**src/shared/dhp_pkg.sv**
```systemverilog
package dhp_pkg;

  // ----------------------------------------------------------------
  // Widths
  // ----------------------------------------------------------------
  localparam int ADDR_W = 3;                    // Register select width
  localparam int DATA_W = 8;                    // Host data width

  // ----------------------------------------------------------------
  // Alternate function register fields and reset
  // ----------------------------------------------------------------
  localparam logic [2:0] ALT_FUNC_ADDR     = 3'h2;   // Alternate function register select
  localparam int         ALT_BCAST_BIT     = 0;      // Broadcast-write enable bit
  localparam logic [7:0] ALT_FUNC_RST      = 8'h00;  // Reset value
  localparam logic [7:0] DATA_IDLE         = 8'h00;  // Reset value of latched read and write bytes

  // ----------------------------------------------------------------
  // Strobe phases
  // ----------------------------------------------------------------
  typedef enum logic [1:0] {
    DHP_IDLE,                                   // No access in progress
    DHP_READ,                                   // Read strobe low
    DHP_WRITE                                   // Write strobe low
  } dhp_phase_t;

endpackage

```
**src/logic/dhp_sync.sv**
```systemverilog
`timescale 1ns/1ps
// Two-flop synchroniser for a vector of pin inputs
module dhp_sync #(
  parameter int W   = 1,                        // Vector width
  parameter logic [W-1:0] INIT = '1             // Value held in reset
) (
  input  wire logic         i_clk,              // System clock
  input  wire logic         i_rst_n,            // Sync reset, active low
  input  wire logic [W-1:0] i_async,            // Pin levels
  output logic      [W-1:0] o_sync              // Synchronised levels
);

  logic [W-1:0] meta_q;                         // First stage, read only by second
  logic [W-1:0] meta_d;                         // First stage next
  logic [W-1:0] sync_q;                         // Second stage
  logic [W-1:0] sync_d;                         // Second stage next

  // Refuse an empty vector at elaboration
  if (W < 1) begin : g_w_chk
    $error("Synchroniser width must be at least one");
  end

  // Next values
  always_comb begin
    meta_d = i_rst_n ? i_async : INIT;
    sync_d = i_rst_n ? meta_q  : INIT;
  end

  // Registers
  always_ff @(posedge i_clk) begin
    meta_q <= meta_d;
    sync_q <= sync_d;
  end

  assign o_sync = sync_q;

endmodule

```
**src/logic/dhp_port.sv**
```systemverilog
`timescale 1ns/1ps
// Summary of operation
// Read strobe fall fetches, drives addressed byte
// Write strobe rise latches host data
// Accesses accepted only with chip select low
// Channel pick low is B, high A
// Broadcast bit writes both channels at once
// Channel A interrupt high on service request
// Channel B interrupt high on service request
// Per-channel active-low transmitter ready output
// Three address lines pick one of eight
// Eight-bit bidirectional host data bus
// Release data bus outside selected reads
module dhp_port (
  input  wire logic       I_SYS_CLK,            // System clock, 50 MHz
  input  wire logic       I_RST_N,              // Sync reset, active low
  input  wire logic       I_CHIP_SELECT_N,      // Chip select pin
  input  wire logic       I_CHANNEL_PICK,       // Channel pick pin, 1 = A
  input  wire logic       I_READ_STROBE_N,      // Read strobe pin
  input  wire logic       I_WRITE_STROBE_N,     // Write strobe pin
  input  wire logic [2:0] I_REGISTER_SELECT,    // Register select lines
  input  wire logic [7:0] I_HOST_DATA,          // Host data lines, input side
  output logic      [7:0] O_HOST_DATA,          // Host data lines, output side
  output logic            O_HOST_DATA_OE_N,     // Data drive enable, low drives
  input  wire logic [7:0] I_RD_DATA_A,          // Channel A register read data
  input  wire logic [7:0] I_RD_DATA_B,          // Channel B register read data
  input  wire logic [7:0] I_ALT_FUNC,           // Alternate function register value
  output logic            O_RD_STB_A,           // Channel A read pulse
  output logic            O_RD_STB_B,           // Channel B read pulse
  output logic            O_WR_STB_A,           // Channel A write pulse
  output logic            O_WR_STB_B,           // Channel B write pulse
  output logic      [2:0] O_REG_ADDR,           // Addressed register
  output logic      [7:0] O_WR_DATA,            // Latched write byte
  input  wire logic       I_SERVICE_A,          // Channel A service request
  input  wire logic       I_SERVICE_B,          // Channel B service request
  input  wire logic       I_TX_SPACE_A,         // Channel A transmit has space
  input  wire logic       I_TX_SPACE_B,         // Channel B transmit has space
  output logic            O_IRQ_CHANNEL_A,      // Channel A interrupt, active high
  output logic            O_IRQ_CHANNEL_B,      // Channel B interrupt, active high
  output logic            O_TX_READY_A_N,       // Channel A transmitter ready
  output logic            O_TX_READY_B_N        // Channel B transmitter ready
);

  // ----------------------------------------------------------------
  // Pin synchronisers
  // ----------------------------------------------------------------
  localparam int SW = 4 + dhp_pkg::ADDR_W + dhp_pkg::DATA_W;  // Synchronised width

  logic [SW-1:0] pins_s;                        // Synchronised pin vector
  logic          cs_n_s;                        // Chip select
  logic          pick_s;                        // Channel pick
  logic          rd_n_s;                        // Read strobe
  logic          wr_n_s;                        // Write strobe
  logic [2:0]    addr_s;                        // Register select
  logic [7:0]    data_s;                        // Host data

  dhp_sync #(
    .W    (SW),
    .INIT ({4'hF, {(SW-4){1'b0}}})
  ) u_sync (
    .i_clk   (I_SYS_CLK),
    .i_rst_n (I_RST_N),
    .i_async ({I_CHIP_SELECT_N, I_CHANNEL_PICK, I_READ_STROBE_N, I_WRITE_STROBE_N,
               I_REGISTER_SELECT, I_HOST_DATA}),
    .o_sync  (pins_s)
  );

  assign {cs_n_s, pick_s, rd_n_s, wr_n_s, addr_s, data_s} = pins_s;

  // ----------------------------------------------------------------
  // Access phase and latches
  // ----------------------------------------------------------------
  dhp_pkg::dhp_phase_t phase_q;                 // Current access phase
  dhp_pkg::dhp_phase_t phase_d;                 // Next phase
  logic       to_a_q, to_a_d;                   // Access targets channel A
  logic       to_b_q, to_b_d;                   // Access targets channel B
  logic [2:0] addr_q, addr_d;                   // Latched register select
  logic [7:0] wdat_q, wdat_d;                   // Latched write byte
  logic [7:0] rdat_q, rdat_d;                   // Read byte on the bus
  logic       oe_n_q, oe_n_d;                   // Bus drive enable, low drives
  logic       rd_a_q, rd_a_d;                   // Read pulse A
  logic       rd_b_q, rd_b_d;                   // Read pulse B
  logic       wr_a_q, wr_a_d;                   // Write pulse A
  logic       wr_b_q, wr_b_d;                   // Write pulse B
  logic       rd_n_p, wr_n_p;                   // Previous strobe levels
  logic       sel;                              // Chip selected
  logic       bcast;                            // Broadcast write enabled

  assign sel   = ~cs_n_s;
  assign bcast = I_ALT_FUNC[dhp_pkg::ALT_BCAST_BIT];

  // Next-state logic for accesses
  always_comb begin
    phase_d = phase_q;
    to_a_d  = to_a_q;
    to_b_d  = to_b_q;
    addr_d  = addr_q;
    wdat_d  = wdat_q;
    rdat_d  = rdat_q;
    oe_n_d  = 1'b1;
    rd_a_d  = 1'b0;
    rd_b_d  = 1'b0;
    wr_a_d  = 1'b0;
    wr_b_d  = 1'b0;
    unique case (phase_q)
      dhp_pkg::DHP_IDLE: begin
        // Falling read strobe starts a read
        if (sel && rd_n_p && !rd_n_s) begin
          phase_d = dhp_pkg::DHP_READ;
          to_a_d  = pick_s;
          to_b_d  = ~pick_s;
          addr_d  = addr_s;
          rd_a_d  = pick_s;
          rd_b_d  = ~pick_s;
          rdat_d  = pick_s ? I_RD_DATA_A : I_RD_DATA_B;
        end else if (sel && wr_n_p && !wr_n_s) begin
          // Falling write strobe starts a write
          phase_d = dhp_pkg::DHP_WRITE;
          to_a_d  = bcast | pick_s;
          to_b_d  = bcast | ~pick_s;
          addr_d  = addr_s;
        end
      end
      dhp_pkg::DHP_READ: begin
        // Keep the selected channel's read byte on the bus, refetched each cycle, until the strobe rises or select drops
        oe_n_d = 1'b0;
        rdat_d = to_a_q ? I_RD_DATA_A : I_RD_DATA_B;
        if (rd_n_s || !sel) begin
          phase_d = dhp_pkg::DHP_IDLE;
          oe_n_d  = 1'b1;
        end
      end
      dhp_pkg::DHP_WRITE: begin
        // Track host data; commit on the rising edge
        wdat_d = data_s;
        if (wr_n_s) begin
          phase_d = dhp_pkg::DHP_IDLE;
          wr_a_d  = to_a_q;
          wr_b_d  = to_b_q;
          wdat_d  = wdat_q;
        end
      end
      default: phase_d = dhp_pkg::DHP_IDLE;
    endcase
    if (phase_q == dhp_pkg::DHP_IDLE && phase_d == dhp_pkg::DHP_READ) begin
      oe_n_d = 1'b0;
    end
  end

  // Registers for accesses
  always_ff @(posedge I_SYS_CLK) begin
    if (!I_RST_N) begin
      phase_q <= dhp_pkg::DHP_IDLE;
      to_a_q  <= 1'b0;
      to_b_q  <= 1'b0;
      addr_q  <= '0;
      wdat_q  <= dhp_pkg::DATA_IDLE;
      rdat_q  <= dhp_pkg::DATA_IDLE;
      oe_n_q  <= 1'b1;
      rd_a_q  <= 1'b0;
      rd_b_q  <= 1'b0;
      wr_a_q  <= 1'b0;
      wr_b_q  <= 1'b0;
      rd_n_p  <= 1'b1;
      wr_n_p  <= 1'b1;
    end else begin
      phase_q <= phase_d;
      to_a_q  <= to_a_d;
      to_b_q  <= to_b_d;
      addr_q  <= addr_d;
      wdat_q  <= wdat_d;
      rdat_q  <= rdat_d;
      oe_n_q  <= oe_n_d;
      rd_a_q  <= rd_a_d;
      rd_b_q  <= rd_b_d;
      wr_a_q  <= wr_a_d;
      wr_b_q  <= wr_b_d;
      rd_n_p  <= rd_n_s;
      wr_n_p  <= wr_n_s;
    end
  end

  // ----------------------------------------------------------------
  // Channel status outputs
  // ----------------------------------------------------------------
  logic irq_a_q, irq_b_q;                       // Registered interrupts
  logic txr_a_n_q, txr_b_n_q;                   // Registered transmitter ready

  // Register the status outputs
  always_ff @(posedge I_SYS_CLK) begin
    if (!I_RST_N) begin
      irq_a_q   <= 1'b0;
      irq_b_q   <= 1'b0;
      txr_a_n_q <= 1'b1;
      txr_b_n_q <= 1'b1;
    end else begin
      irq_a_q   <= I_SERVICE_A;
      irq_b_q   <= I_SERVICE_B;
      txr_a_n_q <= ~I_TX_SPACE_A;
      txr_b_n_q <= ~I_TX_SPACE_B;
    end
  end

  assign O_HOST_DATA      = rdat_q;
  assign O_HOST_DATA_OE_N = oe_n_q;
  assign O_RD_STB_A       = rd_a_q;
  assign O_RD_STB_B       = rd_b_q;
  assign O_WR_STB_A       = wr_a_q;
  assign O_WR_STB_B       = wr_b_q;
  assign O_REG_ADDR       = addr_q;
  assign O_WR_DATA        = wdat_q;
  assign O_IRQ_CHANNEL_A  = irq_a_q;
  assign O_IRQ_CHANNEL_B  = irq_b_q;
  assign O_TX_READY_A_N   = txr_a_n_q;
  assign O_TX_READY_B_N   = txr_b_n_q;

  // ----------------------------------------------------------------
  // Assertions
  // ----------------------------------------------------------------
  property p_rd_drive;
    @(posedge I_SYS_CLK) disable iff (!I_RST_N)
      (phase_q == dhp_pkg::DHP_IDLE && sel && rd_n_p && !rd_n_s) |=> !O_HOST_DATA_OE_N;
  endproperty
  a_rd_drive: assert property (p_rd_drive) else $error("Read not driven");

  property p_wr_commit;
    @(posedge I_SYS_CLK) disable iff (!I_RST_N)
      (phase_q == dhp_pkg::DHP_WRITE && wr_n_s) |=> (O_WR_STB_A || O_WR_STB_B);
  endproperty
  a_wr_commit: assert property (p_wr_commit) else $error("Write not committed");

  property p_cs_gate;
    @(posedge I_SYS_CLK) disable iff (!I_RST_N)
      (phase_q == dhp_pkg::DHP_IDLE && cs_n_s) |=> phase_q == dhp_pkg::DHP_IDLE;
  endproperty
  a_cs_gate: assert property (p_cs_gate) else $error("Access without select");

  property p_pick;
    @(posedge I_SYS_CLK) disable iff (!I_RST_N)
      (phase_q == dhp_pkg::DHP_IDLE && sel && rd_n_p && !rd_n_s) |=> O_RD_STB_A == $past(pick_s);
  endproperty
  a_pick: assert property (p_pick) else $error("Wrong channel read");

  property p_bcast;
    @(posedge I_SYS_CLK) disable iff (!I_RST_N)
      (phase_q == dhp_pkg::DHP_WRITE && wr_n_s && to_a_q && to_b_q) |=> O_WR_STB_A && O_WR_STB_B;
  endproperty
  a_bcast: assert property (p_bcast) else $error("Broadcast missed");

  property p_irq_a;
    @(posedge I_SYS_CLK) disable iff (!I_RST_N)
      $past(I_RST_N) |-> O_IRQ_CHANNEL_A == $past(I_SERVICE_A);
  endproperty
  a_irq_a: assert property (p_irq_a) else $error("Irq A wrong");

  property p_irq_b;
    @(posedge I_SYS_CLK) disable iff (!I_RST_N)
      $past(I_RST_N) |-> O_IRQ_CHANNEL_B == $past(I_SERVICE_B);
  endproperty
  a_irq_b: assert property (p_irq_b) else $error("Irq B wrong");

  property p_txr;
    @(posedge I_SYS_CLK) disable iff (!I_RST_N)
      $past(I_RST_N) |->
        (O_TX_READY_A_N != $past(I_TX_SPACE_A)) && (O_TX_READY_B_N != $past(I_TX_SPACE_B));
  endproperty
  a_txr: assert property (p_txr) else $error("Tx ready wrong");

  property p_release;
    @(posedge I_SYS_CLK) disable iff (!I_RST_N)
      (phase_q != dhp_pkg::DHP_READ) |-> ##1 (O_HOST_DATA_OE_N || phase_q == dhp_pkg::DHP_READ);
  endproperty
  a_release: assert property (p_release) else $error("Bus driven idle");

  c_read_a: cover property (@(posedge I_SYS_CLK) O_RD_STB_A);
  c_read_b: cover property (@(posedge I_SYS_CLK) O_RD_STB_B);
  c_write_b: cover property (@(posedge I_SYS_CLK) O_WR_STB_B && !O_WR_STB_A);
  c_bcast: cover property (@(posedge I_SYS_CLK) O_WR_STB_A && O_WR_STB_B);

endmodule

```
**config.mk**
```make
export PLATFORM = sky130hd
export DESIGN_NAME = dhp_port
export DESIGN_NICKNAME = d
export VERILOG_FILES = /design/src/shared/dhp_pkg.sv /design/src/logic/dhp_sync.sv /design/src/logic/dhp_port.sv
export SDC_FILE = /design/constraint.sdc
export NUM_CORES = 1
export LEC_CHECK = 0
export ABC_CLOCK_PERIOD_IN_PS = 1740
export BUFFER_PORTS_ARGS = -buffer_cell sky130_fd_sc_hd__buf_4
export CAP_MARGIN = 10
export CORE_MARGIN = 1
export CORE_UTILIZATION = 40
export DETAILED_ROUTE_END_ITERATION = 16
export GPL_TIMING_DRIVEN = 1
export PLACE_DENSITY = 0.66
export SLEW_MARGIN = 40
export SYNTH_ARGS = -nofsm -noshare
export SYNTH_HDL_FRONTEND = slang
export SYNTH_SLANG_ARGS = --single-unit
```
**constraint.sdc**
```tcl
create_clock -name I_SYS_CLK -period 1.74 [get_ports I_SYS_CLK]
set_clock_uncertainty 0.05 [all_clocks]
set_input_delay 0.261 -clock I_SYS_CLK [delete_from_list [all_inputs] [get_ports I_SYS_CLK]]
set_output_delay 0.261 -clock I_SYS_CLK [all_outputs]
set_load 0.01 [all_outputs]
```
* Word-level counts from Yosys, hierarchy flattened
Cells that the tools add are included.
** Word-level totals
- RAM bits :: 0
- Memories kept :: 0
- Bits in registers :: 64
- Latch bits :: 0
- Output and inout bits :: 28
- Bits in read-only memories :: 0
- Input port bits :: 45
- Logic and storage cells :: 64
** Operators by class
- $lt $le $gt $ge :: 0
- Reduce and logical (&&, ||, !) cells :: 16
- Multiplexer cells :: 18
- Bitwise logic cells :: 7
- Equal/unequal tests :: 4
- Shift operators :: 0
- Add/subtract/negate cells :: 0
- Multipliers :: 0
- Divide/modulo/power cells :: 0
** Operators with widths (count)
- 8-bit 2-to-1 mux :: 3
- 8-bit one-hot mux with 2 select lines :: 1
- 2-bit 2-to-1 mux :: 4
- 1-bit 2-to-1 mux :: 7
- 3-bit 2-to-1 mux :: 2
- 2-bit one-hot mux with 3 select lines :: 1
- 2-bit AND reduction :: 3
- 3-bit AND reduction :: 2
- 1-bit logical AND :: 5
- 1-bit NOT :: 5
- 2-bit by 1-bit equality test with 1-bit output, second input constant :: 2
- 2-bit nonzero test :: 2
- 2-bit equality test, second input constant :: 1
- 1-bit zero test :: 2
- 2-bit zero test :: 1
- 2-bit inequality test, second input constant :: 1
- 1-bit bitwise OR :: 2
- 1-bit logical OR :: 1

* Longest topological paths before layout
- Word-level depth :: 9
- Gate-level depth with buffers :: 6
- Depth with buffers taken out :: 4

* By module
From an unflattened synthesis, not the netlist that was laid out.
** Second synthesis, totals
- Cell total of the unflattened synthesis :: 188
- Area total of the unflattened synthesis :: 2143.3 µm²
** By module, submodules not included
- dhp_port :: cells each 125, area each 1337.5 µm², sequential area each 680.7 µm², instances 1
- dhp_sync :: cells each 63, area each 805.8 µm², sequential area each 600.6 µm², instances 1

* Worst setup path after synthesis
OpenSTA, ideal clock, no wires.
- Path kind :: reg2reg
- From :: register phase_q[1]
- To :: register rdat_q[5], in the netlist O_HOST_DATA[5]
- Required time :: 1.572 ns
- Setup time :: 0.118 ns
- Cell stages (with the launch flop) :: 5
- Buffers on the path :: 0
- Path slack :: 0.275 ns
- Data arrival time :: 1.296 ns
- Period minus slack after synthesis :: 1.465 ns
- Cells stage by stage :: dfxtp_1 nand2b_4 mux2i_4 mux2i_1 a21oi_2
** Between the ends
- Cells in the longest elaborated chain, start to end :: 3
- Elaborated cells between the ends (all ways) :: 6
- Those cells by class :: eq/ne (2); mux (1); reduce/logical (3)
** Ends and longest elaborated chain
- start: declaration :: RTL line dhp_port.sv:73 : dhp_pkg::dhp_phase_t phase_q;
- start signal: assignment :: RTL line dhp_port.sv:153 : phase_q <= dhp_pkg::DHP_IDLE;
- start signal: assignment :: RTL line dhp_port.sv:167 : phase_q <= phase_d;
- 2-bit by 1-bit equality test with 1-bit output or 2-bit zero test (tied branches) :: RTL line dhp_port.sv:105 : unique case (phase_q)
- 2-bit nonzero test (no line) or 2-bit inequality test (tied branches)
- 2-bit AND reduction (no line)
- end signal: assignment :: RTL line dhp_port.sv:158 : rdat_q <= dhp_pkg::DATA_IDLE;
- end signal: assignment :: RTL line dhp_port.sv:172 : rdat_q <= rdat_d;
- end: declaration :: RTL line dhp_port.sv:79 : logic [7:0] rdat_q, rdat_d;
Parallel ways exist; a longest one is shown, timed or not.
A chain may end at the register's enable or synchronous reset.

* Worst setup path in the final report
- From :: register phase_q[0]
- To :: register rdat_q[5], in the netlist O_HOST_DATA[5]
The elaborated chain is that of the path after synthesis.

==> run metrics <==
sequential share of the synthesized area 0.604; worst-path maximum fanout 8; Nets 306; post-cts resize count 0; internal power 2.18 mW; Core ar. 5110 um2; fraction of layout cells with a size suffix above 1 0.350; design area 2860 um2; input/output buffers 65; Seq cells post-synth 64; pin count of the biggest net entering global routing 30; first-pass GRT wire length 5.17 mm; vias in the first global route 1,157; die height 74.8 um; LEAKAGE 1.21 nW; max-cap viol count 0; Die Area 5600 um2; Tightest Pin Transition 0.456 ns; Pwr Density 954 nW/um2; Psw 545 uW; Antenna diodes 0; met2 Usage GRT 0.186; RSZ-0062 raised after global routing no; Synth Instances 189; GRT busiest layer met2; Yosys warnings 0; Syn Area/Cell 11.2 um2; Final Setup Violations 0; DRT Pass-1 Iters 4; initial antenna violation count 0; CP Class reg -> reg; met3 usage 0.0402; Yosys cell types 29; WL final 3.33 mm; clk slew on worst S/H paths 0.06 ns; final period utilization 0.866; Die W 74.8 um; fmax 664 MHz; via density per instance 4.25; setup_tns 0 ns; total number of vias 1,415; final hold slack 0.0423 ns; commonest non-fill, non-tap cell in the layout buf_4; Detail Route Antenna Nets 0; top post-synthesis cells by area dfxtp_1 60%, mux2i_1 7.5%, and2_1 7.4%; Logic pwr share 0.059; Post-Syn Nets 234; CTS root buffer clkbuf_8; Min-Delay Path Class in -> reg; I/O pin count 73; crit path DAT 1.67 ns; GPL Wtd Cong 0.707; CP Capture Type flop; Seq pwr share 0.559; Worst Path Required 1.90 ns; DRC viols 0; placed wire-length estimate 2.31 mm; leading area contributor after synthesis dfxtp_1; commonest cells after routing, fill and taps aside 70 x buf_4, 64 x dfxtp_1, 25 x and2_1, 16 x mux2i_1, 13 x o21ai_0; Initial DRC Count 60; M1 GR Usage 0.160; Hold Vio Cnt, Final 0; clk sinks 64; total track usage 0.128; clock latency at the later pin of the worst-skew pair 0.32 ns; Row Count 26; Synth top area share 0.604; TritonCTS Buffers 9; minimum clock period 1.51 ns; Placed Area 2680 um2; status complete, no violations; Worst slew margin 0.689; H-tree levels 3; Worst VDD drop 630 uV; GR Overflow Total 0; post-layout util 0.560; synthesis-to-finish area growth 34.7%; Sw Ratio 0.200; Starting Density 0.415; clock power share 0.382; CTS tree built; CP Launch Type flop; synthesized cell area 2120 um2; fin. max-slew vios 0; mean routed wirelength per cell 10.0 um; clock tree buffer depth 2
[power groups by stage]
stage	combinational (mW)	clock, mW	sequential (mW)
floorplan	0.0721	0	1.56
global placement	0.160	0	1.55
detailed placement	0.162	0	1.56
CTS	0.163	1.08	1.52
global route	0.179	1.14	1.53
finish	0.162	1.04	1.52
[metal layers]
layer	share of wire	wire, um	up-vias
met5	0	0	-
li1	-	-	768
met4	0.022	72	0
met1	0.48	1600	609
met2	0.46	1530	32
met3	0.040	135	6
[stage by stage]
stage	instances	power [mW]	setup WS [ns]
CTS	332	2.76	0.111
global placement	319	1.72	0.172
floorplan	189	1.63	0.275
detailed placement	319	1.72	0.123
finish	333	2.73	0.233
global route	333	2.84	0.117
[worst max-delay path, stage by stage (launching register included)]
cell and delay [ns]:
dfxtp_1 0.47, nand2b_4 0.09, mux2i_4 0.41, mux2i_1 0.30
a21oi_2 0.07
[state kept, by name, indices dropped and copies added (netlist names), 2 cells and up]
name and count:
O_WR_DATA 8, O_REG_ADDR 3, phase_q 2, O_HOST_DATA 8, u_sync.o_sync 15, u_sync.meta_q 15
[cell usage after synthesis]
library cell and n:
o21ai_0 13, and2_1 25, and4_1 2, a31oi_1 1, nand2b_1 10, nand3_1 5
nand2b_4 1, dfxtp_1 64, nor4_1 1, o21a_1 1, buf_6 2, a21oi_2 2
and3_1 2, a21oi_1 6, inv_1 3, buf_2 1, o21ai_2 2, a21oi_4 1
mux2i_1 16, buf_4 1, nor2b_1 10, nand2_1 7, nor4b_1 1, clkbuf_1 6
a2bb2oi_2 1, or3b_1 1, nor2_1 2, or2_2 1, mux2i_4 1
[logic make-up after synthesis]
logic type             Yosys count  share of synthesized area
multiplexers                    17                     0.0861
AO/OA/AOI/OAI                   27                     0.0826
flip-flops                      64                      0.604
buffers and inverters           13                     0.0324
AND/OR/NAND/NOR                 68                      0.195
[layout make-up]
class | instances | area [um2]
well taps | 70 | 87.6
clock inverters | 1 | 5.00
flip-flops and latches | 64 | 1280
inverters | 3 | 11.3
repair buffers | 71 | 546
fillers | 489 | 2250
clock buffers | 12 | 155
multi-input cells | 112 | 772
[final timing paths]
kind,startpoint,end,slack (ns),depth (start not counted)
min,I_TX_SPACE_A,O_TX_READY_A_N,0.04,2
max reg2reg,phase_q[0],O_HOST_DATA[5],0.23,4
min reg2reg,u_sync.meta_q[11],u_sync.o_sync[11],0.35,1
max,phase_q[0],O_HOST_DATA[5],0.23,4
[repair_timing]
action / CTS / global route
setup buffers: 0 / 1
hold buffers: 0 / 0
endpoints found under the setup margin: 0 / 4
(Power assumes the default switching activity.)
